<file path="src/hdl/clch_defs.svh">
`ifndef CLCH_DEFS_SVH
`define CLCH_DEFS_SVH
// Class bytes with and without secure messaging
`define CLCH_CLA_SM_MAC 8'h8C
`define CLCH_CLA_SM_ALT 8'h84
`define CLCH_CLA_PLAIN 8'h00
`define CLCH_CLA_PROP 8'h80
// Instruction bytes
`define CLCH_INS_APP_BLOCK 8'h1E
`define CLCH_INS_APP_UNBLOCK 8'h18
`define CLCH_INS_CARD_BLOCK 8'h16
`define CLCH_INS_SELECT 8'hA4
`define CLCH_INS_GEN_AC 8'hAE
`define CLCH_INS_EXT_AUTH 8'h82
`define CLCH_P_ZERO 8'h00
// Status words
`define CLCH_SW_OK 16'h9000
`define CLCH_SW_INVALIDATED 16'h6283
`define CLCH_SW_NOT_SUPP 16'h6A81
`define CLCH_SW_AUTH_FAIL 16'h6300
`define CLCH_SW_SEC_FAIL 16'h6982
`define CLCH_SW_BAD_P1P2 16'h6A86
`define CLCH_SW_BAD_INS 16'h6D00
`define CLCH_SW_BAD_CLA 16'h6E00
// Status byte families
`define CLCH_SW1_MORE 8'h61
`define CLCH_SW1_WARN_A 8'h62
`define CLCH_SW1_WARN_B 8'h63
// Cryptogram type field, top two bits of reference control and info data
`define CLCH_CT_MSB 7
`define CLCH_CT_LSB 6
`define CLCH_CT_DECLINED 2'b00
// Reset state
`define CLCH_RST_FLAGS 1'b0
`endif

</file>
<file path="src/hdl/clch_if.sv">
`timescale 1ns/100ps
interface clch_if;
  logic cmd_valid;
  logic cmd_ready;
  logic [7:0] cla;
  logic [7:0] ins;
  logic [7:0] p1;
  logic [7:0] p2;
  logic [7:0] lc;
  logic mac_ok;
  logic rsp_valid;
  logic [15:0] sw;
  logic rsp_has_data;
  logic [7:0] cid;
  modport card (input cmd_valid, cla, ins, p1, p2, lc, mac_ok,
    output cmd_ready, rsp_valid, sw, rsp_has_data, cid);
  modport term (output cmd_valid, cla, ins, p1, p2, lc, mac_ok,
    input cmd_ready, rsp_valid, sw, rsp_has_data, cid);
endinterface // clch_if

</file>
<file path="src/hdl/clch_card.sv">
`timescale 1ns/100ps
`include "clch_defs.svh"
// Operation
// - Terminal ends transaction on disallowed status
// - 9000 or 61xx both mean success
// - Script warnings continue with next command
// - Reserved bits always sent as zero
// - One logical channel, one active application
// - Lifecycle commands only in secure scripts
// - Blocked application answers SELECT with 6283
// - Invalidated application gives only declined cryptogram
// - Application block: CLA 8C/84, INS 1E
// - Application unblock: CLA 8C/84, INS 18
// - Card block: CLA 8C/84, INS 16
// - Data field is checked message auth code
// - Lifecycle responses carry status bytes only
// - Application block answers 9000 even repeated
// - Unblock clears invalidated state of application
// - Unblock answers 9000 whether invalidated or not
// - Card block disables all applications permanently
// - Blocked card answers SELECT 6A81, nothing else
// - 6300 means issuer authentication failed
module clch_card #(
  parameter int APP_COUNT = 4
) (
  input wire logic clock_in,
  input wire logic rst_b_in,
  clch_if.card link,
  input wire logic [$clog2(APP_COUNT)-1:0] select_app_in,
  input wire logic [APP_COUNT-1:0] nv_app_inval_in,
  input wire logic nv_card_blocked_in,
  input wire logic nv_load_in,
  input wire logic [1:0] gen_ac_type_in,
  input wire logic auth_ok_in,
  output logic [APP_COUNT-1:0] app_inval_out,
  output logic card_blocked_out,
  output logic [$clog2(APP_COUNT)-1:0] active_app_out,
  output logic nv_write_out
);
  localparam int AW = $clog2(APP_COUNT);

  logic [APP_COUNT-1:0] app_inval;
  logic card_blocked;
  logic [AW-1:0] active_app;
  logic rsp_valid;
  logic [15:0] sw;
  logic [7:0] cid;
  logic nv_write;
  logic [15:0] next_sw;
  logic [7:0] next_cid;
  logic [APP_COUNT-1:0] next_app_inval;
  logic next_card_blocked;
  logic [AW-1:0] next_active_app;
  logic next_nv_write;

  // Decode helpers shared by all lifecycle commands
  function automatic logic sm_cla(input logic [7:0] c);
    sm_cla = (c == `CLCH_CLA_SM_MAC) || (c == `CLCH_CLA_SM_ALT);
  endfunction
  function automatic logic p_zero(input logic [7:0] a, input logic [7:0] b);
    p_zero = (a == `CLCH_P_ZERO) && (b == `CLCH_P_ZERO);
  endfunction

  // Command classification
  wire logic take = link.cmd_valid;
  wire logic is_app_block = (link.ins == `CLCH_INS_APP_BLOCK);
  wire logic is_app_unblock = (link.ins == `CLCH_INS_APP_UNBLOCK);
  wire logic is_card_block = (link.ins == `CLCH_INS_CARD_BLOCK);
  wire logic is_lc_ins = is_app_block || is_app_unblock || is_card_block;
  wire logic is_select = (link.ins == `CLCH_INS_SELECT);
  wire logic is_gen_ac = (link.ins == `CLCH_INS_GEN_AC);
  wire logic is_ext_auth = (link.ins == `CLCH_INS_EXT_AUTH);
  wire logic cur_inval = app_inval[active_app];
  wire logic sel_inval = app_inval[select_app_in];

  // force declined type on an invalidated application
  wire logic [1:0] gac_type = cur_inval ? `CLCH_CT_DECLINED : gen_ac_type_in;
  wire logic [7:0] gac_cid = {gac_type, 6'b00_0000};
  // Cryptogram info stands until the next response clears it
  wire logic [7:0] hold_cid = take ? 8'h00 : cid;

  assign link.cmd_ready = 1'b1;
  assign link.rsp_valid = rsp_valid;
  assign link.sw = sw;
  assign link.cid = cid;
  assign link.rsp_has_data = 1'b0;
  assign app_inval_out = app_inval;
  assign card_blocked_out = card_blocked;
  assign active_app_out = active_app;
  assign nv_write_out = nv_write;

  // Next state of the command interpreter
  always_comb begin
    next_sw = sw;
    next_cid = hold_cid;
    next_app_inval = app_inval;
    next_card_blocked = card_blocked;
    next_active_app = active_app;
    next_nv_write = 1'b0;
    if (take && is_lc_ins) begin
      if (!sm_cla(link.cla)) begin
        next_sw = `CLCH_SW_BAD_CLA;
      end else if (!p_zero(link.p1, link.p2)) begin
        next_sw = `CLCH_SW_BAD_P1P2;
      end else if (!link.mac_ok) begin
        next_sw = `CLCH_SW_SEC_FAIL;
      end else begin
        next_nv_write = 1'b1;
        next_sw = `CLCH_SW_OK;
        case (link.ins)
          `CLCH_INS_APP_BLOCK: begin
            next_app_inval[active_app] = 1'b1;
          end
          `CLCH_INS_APP_UNBLOCK: begin
            next_app_inval[active_app] = 1'b0;
          end
          `CLCH_INS_CARD_BLOCK: begin
            next_card_blocked = 1'b1;
          end
          default: begin
            next_nv_write = 1'b0;
          end
        endcase
      end
    end else if (take && is_select) begin
      if (card_blocked) begin
        next_sw = `CLCH_SW_NOT_SUPP;
      end else begin
        next_active_app = select_app_in;
        next_sw = sel_inval ? `CLCH_SW_INVALIDATED : `CLCH_SW_OK;
      end
    end else if (take && is_gen_ac) begin
      if (card_blocked) begin
        next_sw = `CLCH_SW_NOT_SUPP;
      end else begin
        next_sw = `CLCH_SW_OK;
        next_cid = gac_cid;
      end
    end else if (take && is_ext_auth) begin
      next_sw = auth_ok_in ? `CLCH_SW_OK : `CLCH_SW_AUTH_FAIL;
    end else if (take) begin
      next_sw = `CLCH_SW_BAD_INS;
    end
  end

  // Lifecycle flags, reloaded from storage or following commands
  always_ff @(posedge clock_in or negedge rst_b_in) begin
    if (!rst_b_in) begin
      app_inval <= {APP_COUNT{`CLCH_RST_FLAGS}};
      card_blocked <= `CLCH_RST_FLAGS;
    end else if (nv_load_in) begin
      app_inval <= nv_app_inval_in;
      card_blocked <= nv_card_blocked_in;
    end else begin
      app_inval <= next_app_inval;
      card_blocked <= next_card_blocked;
    end
  end

  // Selected application, held while flags load
  always_ff @(posedge clock_in or negedge rst_b_in) begin
    if (!rst_b_in) begin
      active_app <= '0;
    end else if (!nv_load_in) begin
      active_app <= next_active_app;
    end
  end

  // Answer strobe one cycle after a command taken while flags are not loading
  always_ff @(posedge clock_in or negedge rst_b_in) begin
    if (!rst_b_in) begin
      rsp_valid <= 1'b0;
    end else begin
      rsp_valid <= take && !nv_load_in;
    end
  end

  // Status and cryptogram info, held while flags load
  always_ff @(posedge clock_in or negedge rst_b_in) begin
    if (!rst_b_in) begin
      sw <= 16'h0000;
      cid <= 8'h00;
    end else if (!nv_load_in) begin
      sw <= next_sw;
      cid <= next_cid;
    end
  end

  // Persist strobe after a successful lifecycle command
  always_ff @(posedge clock_in or negedge rst_b_in) begin
    if (!rst_b_in) begin
      nv_write <= 1'b0;
    end else begin
      nv_write <= next_nv_write && !nv_load_in;
    end
  end
endmodule // clch_card

</file>
<file path="src/flat_wrapper.sv">
// flat-port wrapper written by rule: the top's interface ports become plain ports
module clch_card_flat 
#(
  parameter int APP_COUNT = 4
)
  (clock_in, rst_b_in, select_app_in, nv_app_inval_in, nv_card_blocked_in, nv_load_in, gen_ac_type_in, auth_ok_in, app_inval_out, card_blocked_out, active_app_out, nv_write_out, link_cmd_valid, link_cla, link_ins, link_p1, link_p2, link_lc, link_mac_ok, link_cmd_ready, link_rsp_valid, link_sw, link_rsp_has_data, link_cid);
  clch_if link_i ();
  input wire logic clock_in;
  input wire logic rst_b_in;
  input wire logic [$clog2(APP_COUNT)-1:0] select_app_in;
  input wire logic [APP_COUNT-1:0] nv_app_inval_in;
  input wire logic nv_card_blocked_in;
  input wire logic nv_load_in;
  input wire logic [1:0] gen_ac_type_in;
  input wire logic auth_ok_in;
  output logic [APP_COUNT-1:0] app_inval_out;
  output logic card_blocked_out;
  output logic [$clog2(APP_COUNT)-1:0] active_app_out;
  output logic nv_write_out;
  input wire logic [$bits(link_i.cmd_valid)-1:0] link_cmd_valid;
  input wire logic [$bits(link_i.cla)-1:0] link_cla;
  input wire logic [$bits(link_i.ins)-1:0] link_ins;
  input wire logic [$bits(link_i.p1)-1:0] link_p1;
  input wire logic [$bits(link_i.p2)-1:0] link_p2;
  input wire logic [$bits(link_i.lc)-1:0] link_lc;
  input wire logic [$bits(link_i.mac_ok)-1:0] link_mac_ok;
  output wire logic [$bits(link_i.cmd_ready)-1:0] link_cmd_ready;
  output wire logic [$bits(link_i.rsp_valid)-1:0] link_rsp_valid;
  output wire logic [$bits(link_i.sw)-1:0] link_sw;
  output wire logic [$bits(link_i.rsp_has_data)-1:0] link_rsp_has_data;
  output wire logic [$bits(link_i.cid)-1:0] link_cid;
  assign link_i.cmd_valid = link_cmd_valid;
  assign link_i.cla = link_cla;
  assign link_i.ins = link_ins;
  assign link_i.p1 = link_p1;
  assign link_i.p2 = link_p2;
  assign link_i.lc = link_lc;
  assign link_i.mac_ok = link_mac_ok;
  assign link_cmd_ready = link_i.cmd_ready;
  assign link_rsp_valid = link_i.rsp_valid;
  assign link_sw = link_i.sw;
  assign link_rsp_has_data = link_i.rsp_has_data;
  assign link_cid = link_i.cid;
  clch_card #(.APP_COUNT(APP_COUNT)) u_core (.clock_in(clock_in), .rst_b_in(rst_b_in), .link(link_i), .select_app_in(select_app_in), .nv_app_inval_in(nv_app_inval_in), .nv_card_blocked_in(nv_card_blocked_in), .nv_load_in(nv_load_in), .gen_ac_type_in(gen_ac_type_in), .auth_ok_in(auth_ok_in), .app_inval_out(app_inval_out), .card_blocked_out(card_blocked_out), .active_app_out(active_app_out), .nv_write_out(nv_write_out));
endmodule
</file>
<file path="config.mk">
export PLATFORM = sky130hd
export DESIGN_NAME = clch_card_flat
export DESIGN_NICKNAME = d
export VERILOG_FILES = /design/src/hdl/clch_if.sv /design/src/hdl/clch_card.sv /design/src/flat_wrapper.sv
export VERILOG_INCLUDE_DIRS = /design/src /design/src/hdl
export SDC_FILE = /design/constraint.sdc
export NUM_CORES = 1
export LEC_CHECK = 0
export BUFFER_PORTS_ARGS = -buffer_cell sky130_fd_sc_hd__clkbuf_2
export CAP_MARGIN = 20
export CORE_MARGIN = 8
export CORE_UTILIZATION = 45
export DETAILED_ROUTE_END_ITERATION = 10
export MAX_ROUTING_LAYER = met4
export PLACE_DENSITY = 0.89
export SLEW_MARGIN = 40
export SYNTH_ARGS = -nofsm -noshare
export SYNTH_HDL_FRONTEND = slang
export SYNTH_SLANG_ARGS = --single-unit
</file>
<file path="constraint.sdc">
create_clock -name clock_in -period 2.45 [get_ports clock_in]
set_input_delay 0.245 -clock clock_in [delete_from_list [all_inputs] [get_ports clock_in]]
set_output_delay 0.245 -clock clock_in [all_outputs]
set_load 0.005 [all_outputs]
</file>
# Word level (Yosys, flattened, before mapping)
# Index checks and enable logic that the tools add are counted.
# totals
register_bits	33
latchBits	0
ram_bits	0
rom_bits	0
out_inout_bits	35
word_cells	91
mem_count	0
# op_classes
n_addsub	0
n_mul	0
div_mod_pow	0
order_cmp	3
eq_ne	8
n_shift	0
n_mux	41
bitwise	6
reduce_logical	26
# op_table
operator	count
16-bit 2-to-1 mux	12
8-bit equality test (second input constant)	5
8-bit 2-to-1 mux	5
8-bit by 5-bit equality test with 1-bit output (second input constant)	3
4-bit 2-to-1 mux	5
8-bit logical NOT	2
1-bit 2-to-1 mux	14
5-bit AND reduction	2
2-bit nonzero test	5
1-bit logical AND	8
4-bit one-hot mux with 2 select lines	1
2-bit by 3-bit < comparator with 1-bit output (second input constant)	2
5-bit nonzero test	1
4-bit bitwise AND	1
1-bit binary-select mux with 2-bit select	2
4-bit NOT	1
4-bit bitwise OR	1
4-bit AND reduction	1
1-bit logical OR	3
1-bit NOT	3
3-bit nonzero test	1
3-bit OR reduction	1
1-bit demux with 2-bit select	1
2-bit by 1-bit greater-or-equal comparator with 1-bit output (second input constant)	1
other kinds (3)	3

# Longest topological paths before layout
# Gate-level depths: netlist of run 1.
# depth
depth_word	12
mapped_depth	7
depth_no_buf	6

# Least setup slack after synthesis of run 1
# No wires, ideal clock.
# synth_path
path_type	input to register
from	input port link_cla[1]
to	register with a tool-made name
t_arrival_ps	1557
required_ps	2320
path_slack_ps	762
cell_stages	6
path_cell_list	or4b_4 nor4b_4 and2_1 buf_4 a311o_1 o211ai_1
# synth_rtl
item	line_no	source
start, declared	flat_wrapper.sv:21	input wire logic [$bits(link_i.cla)-1:0] link_cla;

==> impl_metrics.tcl, run 1 <==
set metrics [dict create \
    crit_arrival_ns 1.81 \
    critPathLaunchType "input port" \
    ant_nets 0 \
    portBuffers 74 \
    place_congestion 0.919 \
    viasPerCell 5.19 \
    syn_area_mm2 0.00156 \
    routed_wl_mm 3.89 \
    synth-async-reset-ratio_pct 100 \
    cp.required_ns 2.66 \
    vias 1400 \
    yosysUniqueCellTypes 49 \
    synth_top_flop_cell "dfrtp_1" \
    clock_skew_ns 0.00145 \
    clock_latency_ns 0.31 \
    gr-usage-all-layers_pct 14.7 \
    yosysWarnings 0 \
    seq_area_um2 676 \
    synth.avg_cell_area_um2 10.2 \
    tightest_slew_ns 0.641 \
    p_int_mw 0.586 \
    p_sw_mw 0.212 \
    fin_setup_tns_ns 0 \
    core_area_mm2 0.00334 \
    drive_above_1_share_pct 42.0 \
    hold_viol 0 \
    p_sw_share_pct 26.6 \
    rsz0062_at_grt "false" \
    min_period_over_period_pct 65.0 \
    setup-violations-final 0 \
    antenna-diode-count 0 \
    initial_core_util_pct 46.9 \
    p_seq_share_pct 58.9 \
    worstSetupPathType "input port to flip-flop" \
    synth_seq_area_share_pct 43.2 \
    cts_resized 0 \
    htreeDepth 1 \
    drtIter0Drc 74 \
    crit_fanout 7 \
    cp-end-kind "flip-flop" \
    cts_root_buf "clkbuf_4" \
    dieHeight_um 75.0 \
    num-nets-final 280 \
    p_leak_nw 0.989 \
    grt_pass1_vias 1409 \
    slew_viol_final 0 \
    cts.path.max_buffers 2 \
    synth_edf_count 0 \
    multi_input_area_um2 793 \
    status "completed" \
    path_clk_slew_ns 0.14 \
    ios 90 \
    rows 21 \
    hpwl_mm 3.32 \
    hold_path.class "input port to flip-flop" \
    cap_violations 0 \
    drcViolationCount 0 \
    power.density_mw_per_mm2 405 \
    grt_pass1_wl_mm 6.42 \
    antenna_found_initial 0 \
    fmax_ghz 0.627 \
    cts_tree "yes" \
    area_growth_pct 26.0 \
    power_frac_comb_pct 17.2 \
    p_total_mw 0.798 \
    grt_max_degree 28 \
    synthCells 153 \
    ys_seq_elements 27 \
    min_period_ns 1.59 \
    overflow 0 \
    die_area_mm2 0.00562 \
    clkPwrFrac_pct 23.9 \
    cts.sinks 27 \
    slew_headroom_pct 57.3 \
    routedWlPerCell_um 14.4 \
    ir_drop_uv 267 \
    drt_pass1_iterations 4 \
    fillers 321 \
    numCtsBuffers 3 \
    die_x_um 75.0 \
]
## synth_stat cells (2+ instances only)
| cell type | instances | area (um2) |
|---|---|---|
| dfrtp_1 | 27 | 676 |
| nand2_1 | 21 | 78.8 |
| buf_4 | 9 | 67.6 |
| inv_1 | 7 | 26.3 |
| nor2b_1 | 7 | 43.8 |
| o211ai_1 | 6 | 45.0 |
| nor2_1 | 5 | 18.8 |
| nor4_1 | 5 | 31.3 |
| nand3_1 | 4 | 20.0 |
| nor4_2 | 4 | 50.1 |
| and2_1 | 3 | 18.8 |
| clkbuf_1 | 3 | 11.3 |
| o21ai_1 | 3 | 15.0 |
| a211o_1 | 2 | 17.5 |
| a22o_1 | 2 | 17.5 |
| a311o_1 | 2 | 20.0 |
| conb_1 | 2 | 7.51 |
| mux2_2 | 2 | 22.5 |
| mux4_2 | 2 | 45.0 |
| nand2b_1 | 2 | 12.5 |
| nand4_1 | 2 | 12.5 |
| nand4bb_1 | 2 | 22.5 |
| nor3_1 | 2 | 10.0 |
| nor3b_1 | 2 | 15.0 |
| o211ai_2 | 2 | 25.0 |
| o21ai_0 | 2 | 10.0 |
## cell type report
class | instances | area share, %
clock buffers | 3 | 1.14
clock inverters | 1 | 0.381
inverters | 7 | 1.33
multi-input cells | 110 | 40.3
flip-flops and latches | 27 | 34.3
well taps | 46 | 2.92
repair buffers | 76 | 19.7
## logic make-up (layout without fill, tap and decap cells)
| logic type | count (synthesis) | in the layout | share of synthesized area (%) |
|---|---|---|---|
| AOI/OAI and AO/OA | 30 | 30 | 15.3 |
| xor gates and xnor gates | 2 | 2 | 1.12 |
| buffers and inverters | 20 | 87 | 7.04 |
| DFF | 27 | 27 | 43.2 |
| muxes | 4 | 4 | 4.32 |
| other | 2 | 6 | 0.480 |
| and+or+nand+nor | 68 | 68 | 28.6 |
## metrics by stage
stage	area [um2]	hold slack (ns)	setup WS [ns]	util, %	instances
2_1_floorplan	1580	-0.0506	0.762	-	157
3_3_place_gp	1930	0.298	0.528	57.9	265
3_5_place_dp	1930	0.304	0.501	57.9	265
4_1_cts	1970	0.124	0.859	59.1	270
5_1_grt	1970	0.116	0.771	59.1	270
6_report	1970	0.133	0.856	59.1	270
## per-layer routing
layer  GRT usage [%]  share of wire, %  vias to the layer above
met5               -                 0                        -
met4            2.61              0.72                        0
met3            3.60               7.2                        4
met2            24.0                47                       53
met1            18.2                45                      650
li1                -                 -                      693
## critical path: stages
cell and delay, ns:
clkbuf_2 0.08, or4b_4 0.53, nor4b_4 0.27, and2_1 0.37, a311o_1 0.22, o211ai_1 0.08
## path summary, 6_finish.rpt
kind / depth (start not counted) / slack, ns / end / start
min in group asynchronous: 2 / 0.46 / u_core.link.sw[2] / rst_b_in
worst min register to register: 2 / 0.50 / u_core.link.sw[0] / u_core.link.sw[0]
worst min-delay path: 3 / 0.13 / flip-flop / nv_app_inval_in[3]
max in group asynchronous: 2 / 1.58 / asynchronous set/reset pin / rst_b_in
worst max register to register: 3 / 0.89 / u_core.link.cid[7] / u_core.active_app_out[0]
worst max-delay path: 6 / 0.86 / flip-flop / link_cla[1]
## cells in the final DEF (no fill, tap or decap), types with 3 or more instances in the layout
cell type | netlist | routed
dfrtp_1 | 27 | 27
o211ai_1 | 6 | 6
o21ai_1 | 3 | 3
inv_1 | 7 | 7
and2_1 | 3 | 3
clkbuf_2 | 0 | 74
clkbuf_4 | 0 | 3
nor2_1 | 5 | 5
nor4_2 | 4 | 4
nor2b_1 | 7 | 7
conb_1 | 2 | 6
nor4_1 | 5 | 5
nand2_1 | 21 | 21
nand3_1 | 4 | 4
## power groups by stage
stage                     logic (mW)  clock network, mW  registers (mW)
final                          0.138              0.190           0.470
after floorplan               0.0668                  0           0.478
after global routing           0.154              0.222           0.473
after CTS                      0.139              0.200           0.470
after global placement         0.134                  0           0.478
after detailed placement       0.137                  0           0.479
## what timing repair did
| item | in CTS | in global routing |
|---|---|---|
| endpoints found under the hold margin | 27 | 0 |
| hold buffers | 1 | 0 |
| setup endpoints to repair | 0 | 0 |
| setup buffers | 0 | 0 |
Power figures use the tool's default switching activity.
==> run 2: changes to the inputs <==
--- a/config.mk
+++ b/config.mk
@@ -6,13 +6,14 @@
 export SDC_FILE = /design/constraint.sdc
 export NUM_CORES = 1
 export LEC_CHECK = 0
+export ABC_AREA = 1
 export BUFFER_PORTS_ARGS = -buffer_cell sky130_fd_sc_hd__clkbuf_2
 export CAP_MARGIN = 20
 export CORE_MARGIN = 8
 export CORE_UTILIZATION = 45
 export DETAILED_ROUTE_END_ITERATION = 10
 export MAX_ROUTING_LAYER = met4
-export PLACE_DENSITY = 0.89
+export PLACE_DENSITY = 0.87
 export SLEW_MARGIN = 40
 export SYNTH_ARGS = -nofsm -noshare
 export SYNTH_HDL_FRONTEND = slang
==> constraint.sdc (replaced) <==
create_clock -name clock_in -period 1.6 [get_ports clock_in]
set_input_delay 0.16 -clock clock_in [delete_from_list [all_inputs] [get_ports clock_in]]
set_output_delay 0.16 -clock clock_in [all_outputs]
set_load 0.005 [all_outputs]
==> run 2 against run 1 <==
Net effect: setup slack got worse by 0.60 ns; critical path depth rose by 2; area after synthesis rose by 10%; sequential share of layout area fell by 3.0 points; utilization fell by 0.47 points; highest routed layer unchanged.
==> impl_metrics.tcl, run 2 <==
set metrics [dict create \
    status "completed" \
    synth_edf_count 0 \
    clock_skew_ns 0.00818 \
    initial_core_util_pct 46.8 \
    critPathLaunchType "flip-flop" \
    overflow 0 \
    hold_viol 0 \
    min_period_over_period_pct 84.2 \
    cp.required_ns 1.82 \
    p_leak_nw 1.27 \
    synth-async-reset-ratio_pct 100 \
    cts_root_buf "clkbuf_8" \
    synth_most_common_cell "nand2_1" \
    yosysUniqueCellTypes 24 \
    drive_above_1_share_pct 29.4 \
    syn_area_mm2 0.00173 \
    cp-end-kind "flip-flop" \
    crit_arrival_ns 1.57 \
    rsz0062_at_grt "false" \
    crit_fanout 5 \
    min_period_ns 1.35 \
    area_growth_pct 25.1 \
    worstSetupPathType "flip-flop to flip-flop" \
    drcViolationCount 0 \
    place_congestion 0.908 \
    cts.path.max_buffers 2 \
    grt_pass1_wl_mm 7.65 \
    layout_commonest_cell "nand2_1" \
    slew_viol_final 0 \
    cts_tree "yes" \
    fin_setup_tns_ns 0 \
    synth_top_flop_cell "dfrtp_1" \
    ys_seq_elements 27 \
    die_x_um 78.0 \
    routed_wl_mm 4.53 \
    ant_nets 0 \
    clock_latency_ns 0.28 \
    drt_pass1_iterations 6 \
    final_cell_mix "nand2_1, clkbuf_2, nor2_1" \
    ir_drop_uv 408 \
    vias 1829 \
    grt_max_degree 28 \
    synthTopCellsByArea "dfrtp_1, nand2_1, nor2_1" \
    num-nets-final 389 \
    synthCells 261 \
    ios 90 \
    rows 22 \
    post-route-util_pct 58.6 \
    synth_top_area_cell "dfrtp_1" \
    drtIter0Drc 94 \
    tightest_slew_ns 0.662 \
    yosysWarnings 0 \
    setup-violations-final 0 \
    cap_violations 0 \
    synth_seq_area_share_pct 39.1 \
    routedWlPerCell_um 11.9 \
    power.density_mw_per_mm2 633 \
    slew_headroom_pct 55.9 \
    grt_pass1_vias 1748 \
    htreeDepth 1 \
    dieHeight_um 78.0 \
    hpwl_mm 3.76 \
    numCtsBuffers 3 \
    fillers 382 \
    synth.avg_cell_area_um2 6.62 \
    cts.sinks 27 \
    antenna_found_initial 0 \
    gr-usage-all-layers_pct 15.2 \
    fmax_ghz 0.743 \
    die_area_mm2 0.00608 \
    p_total_mw 1.37 \
    hold_path.class "input port to flip-flop" \
    portBuffers 74 \
    viasPerCell 4.80 \
    synthTopCellsByCount "nand2_1, nor2_1, inv_1" \
    synth_top_area_share_pct 39.1 \
    core_area_mm2 0.00369 \
    path_clk_slew_ns 0.10 \
    antenna-diode-count 0 \
]
## run 2: cell count changes after synthesis, sizes merged, moves of 7 or more
cell and delta:
inv +29, nand2 +66, nand3 +25, nor2 +40
nor2b -7, nor4 -8
## run 2: path summary, 6_finish.rpt
path | start | slack (ns) | to | cells after the start
max | u_core.active_app_out[1] | 0.25 | u_core.link.cid[7] | 8
min | nv_card_blocked_in | 0.14 | u_core.card_blocked_out | 3
max reg2reg | u_core.active_app_out[1] | 0.25 | u_core.link.cid[7] | 8
min reg2reg | u_core.link.sw[0] | 0.49 | u_core.link.sw[0] | 2
max in group asynchronous | rst_b_in | 0.74 | asynchronous set/reset pin | 2
min in group asynchronous | rst_b_in | 0.43 | u_core.link.sw[2] | 2
## run 2: layer usage
layer,wire (um),up-vias,global-route usage [%]
met1,1980,811,18.3
met2,2200,69,25.4
met3,328,4,3.23
met4,17,0,3.52
li1,-,945,-
met5,0,-,-
## run 2: what timing repair did
item                                    in CTS  in global routing
endpoints found under the hold margin       27                  0
endpoints found under the setup margin       0                  0
hold buffers                                 1                  0
setup buffers                                0                  0
gates resized for setup                      0                  0
## run 2: stage by stage
stage | instances | worst slack (ns) | hold slack (ns) | instance area [um2]
after floorplan | 265 | 0.475 | -0.136 | 1740
after global placement | 376 | 0.282 | 0.219 | 2100
after detailed placement | 376 | 0.260 | 0.227 | 2100
after CTS | 381 | 0.253 | 0.136 | 2160
after global routing | 381 | 0.107 | 0.143 | 2160
final | 381 | 0.254 | 0.138 | 2160
## run 2: area by class of cell
cell class | count | area [um2] | area share (%)
Clock inverter | 1 | 7.51 | 0.347
Timing Repair Buffer | 76 | 388 | 18.0
Multi-Input combinational cell | 190 | 853 | 39.5
Tap cell | 48 | 60.1 | 2.78
Inverter | 36 | 135 | 6.25
Clock buffer | 3 | 41.3 | 1.91
Sequential cell | 27 | 676 | 31.3
## run 2: cell families (layout without fill, tap and decap cells)
family,Yosys count,after routing,share of synthesized area [%]
buffers and inverters,48,116,12.4
AO/OA/AOI/OAI,15,15,5.87
flip-flops,27,27,39.1
other,2,6,0.435
AND/OR/NAND/NOR,169,169,42.2
## run 2: critical path, cell delays in order, from the launching register on
cell and delay, ns:
dfrtp_1 0.44, inv_1 0.07, nand2_1 0.12, o21ai_0 0.09, nor3_1 0.27, nand3_1 0.12
nand2_1 0.07, nand2_1 0.05, nand2_1 0.07
## run 2: power breakdown
group	switching (mW)	total (mW)	internal (mW)
clock	0.227	0.404	0.177
combinational	0.138	0.237	0.0996
sequential	0.0200	0.727	0.707
==> run 3: changes to the inputs <==
--- a/config.mk
+++ b/config.mk
@@ -10,10 +10,10 @@
 export BUFFER_PORTS_ARGS = -buffer_cell sky130_fd_sc_hd__clkbuf_2
 export CAP_MARGIN = 20
 export CORE_MARGIN = 8
-export CORE_UTILIZATION = 45
+export CORE_UTILIZATION = 41
 export DETAILED_ROUTE_END_ITERATION = 10
 export MAX_ROUTING_LAYER = met4
-export PLACE_DENSITY = 0.87
+export PLACE_DENSITY = 0.84
 export SLEW_MARGIN = 40
 export SYNTH_ARGS = -nofsm -noshare
 export SYNTH_HDL_FRONTEND = slang
==> constraint.sdc (replaced) <==
create_clock -name clock_in -period 1.15 [get_ports clock_in]
set_input_delay 0.115 -clock clock_in [delete_from_list [all_inputs] [get_ports clock_in]]
set_output_delay 0.115 -clock clock_in [all_outputs]
set_load 0.005 [all_outputs]
==> run 3 against run 2 <==
Net effect: the run now ends with setup timing left; register-to-register slack lost 0.32 ns; global-route usage grew 0.32 points; clock skew is essentially flat; sequential power grew 39%; first-iteration DRC count shrank 12%; design area grew 15%; sequential share of layout area shrank 4.1 points; cell count grew 6.8%; largest cell class unchanged; utilization grew 3.3 points; worst hold slack lost 0.053 ns; critical endpoint is now u_core.link.sw[9].
==> impl_metrics.tcl, run 3 (synthesis results as in run 2) <==
set metrics [dict create \
    status "finished with violations" \
    violations "setup timing" \
    worstSetupPathType "flip-flop to flip-flop" \
    path_clk_slew_ns 0.10 \
    place_congestion 0.916 \
    fin_ws_ns -0.0662 \
    hold_viol 0 \
    core_area_mm2 0.00403 \
    routed_wl_mm 5.14 \
    post-route-util_pct 61.9 \
    cap_violations 0 \
    drcViolationCount 0 \
    ios 90 \
    min_period_over_period_pct 106 \
    rows 23 \
    drtIter0Drc 83 \
    num-nets-final 413 \
    slew_viol_final 0 \
    gr-usage-all-layers_pct 15.5 \
    fillers 363 \
    drive_above_1_share_pct 40.6 \
    htreeDepth 1 \
    cts_tree "yes" \
    grt_pass1_vias 1950 \
    fmax_ghz 0.822 \
    min_period_ns 1.22 \
    clock_skew_ns 0.00792 \
    grt_max_degree 28 \
    p_leak_nw 1.41 \
    numCtsBuffers 3 \
    grt_pass1_wl_mm 8.01 \
    dieHeight_um 80.9 \
    routedWlPerCell_um 12.6 \
    final_cell_mix "nand2_1, clkbuf_2, nor2_1" \
    crit_arrival_ns 1.40 \
    portBuffers 74 \
    clock_latency_ns 0.28 \
    crit_fanout 2 \
    layout_commonest_cell "nand2_1" \
    holdWs_ns 0.0857 \
    multi_input_area_um2 938 \
    ir_drop_uv 1080 \
    cp-end-kind "flip-flop" \
    viasPerCell 4.72 \
    cts.sinks 27 \
    antenna_found_initial 0 \
    die_area_mm2 0.00655 \
    overflow 0 \
    cp.required_ns 1.34 \
    rsz0062_at_grt "true" \
    hold_path.class "input port to flip-flop" \
    hpwl_mm 4.01 \
    die_x_um 80.9 \
    cts_root_buf "clkbuf_8" \
    antenna-diode-count 0 \
    ant_nets 0 \
    cts.path.max_buffers 2 \
    critPathLaunchType "flip-flop" \
    initial_core_util_pct 42.9 \
    drt_pass1_iterations 4 \
    setup-violations-final 7 \
    vias 1922 \
    seq_area_um2 677 \
    area_growth_pct 44.4 \
    power.density_mw_per_mm2 811 \
]
run 3: cell types whose count changed in the layout (fill, tap and decap cells not counted), sizes merged:
cell / change
buf: +27
clkbuf: -3
run 3: power breakdown:
group,switching (mW),internal [mW],total [mW]
sequential,0.0236,0.984,1.01
combinational,0.230,0.216,0.446
clock,0.322,0.247,0.569
total,0.576,1.45,2.02
run 3: cell type report:
| type | instances | area share, % |
|---|---|---|
| clock buffers | 3 | 1.65 |
| repair buffers | 100 | 25.4 |
| flip-flops and latches | 27 | 27.1 |
| multi-input cells | 190 | 37.6 |
| well taps | 50 | 2.51 |
| inverters | 36 | 5.42 |
| clock inverters | 1 | 0.301 |
run 3: final timing paths:
kind / from / endpoint / slack (ns) / cells past startpoint
max: flip-flop / u_core.link.sw[9] / -0.07 / 6
min: select_app_in[1] / u_core.active_app_out[1] / 0.09 / 3
max reg2reg: flip-flop / u_core.link.sw[9] / -0.07 / 6
min reg2reg: u_core.link.sw[9] / u_core.link.sw[9] / 0.49 / 2
max in group asynchronous: rst_b_in / u_core.active_app_out[1] / 0.53 / 3
min in group asynchronous: rst_b_in / u_core.link.cid[3] / 0.35 / 3
run 3: through the flow:
stage                     instances  instance area, um2  power [mW]  setup slack [ns]  TNS, ns
after detailed placement        398                2270        1.42            -0.150    -1.72
after floorplan                 265                1740        1.20            0.0251        0
after CTS                       408                2380        2.00           -0.0712   -0.309
after global placement          398                2270        1.41            -0.116    -1.08
after global routing            407                2490        2.12            -0.175    -1.09
final                           407                2490        2.02           -0.0662   -0.263
run 3: layer usage:
layer	GRT usage [%]	up-vias	wire, um
li1	-	993	-
met1	17.0	859	2090
met2	26.8	62	2600
met3	4.75	8	387
met4	3.93	0	61
met5	-	-	0
run 3: critical path, stage by stage, from the launching register on:
cell and delay [ns]:
dfrtp_1 0.41, o211ai_1 0.24, nand3_1 0.14, nand2_1 0.09, nand2_1 0.06, o21ai_2 0.12, nand2_1 0.06
run 3: what timing repair did:
item	in CTS	in global routing
hold buffers	1	0
endpoints found under the hold margin	27	0
setup endpoints to repair	7	14
buffers inserted	5	0
pin swaps	10	15
gates resized for setup	8	34
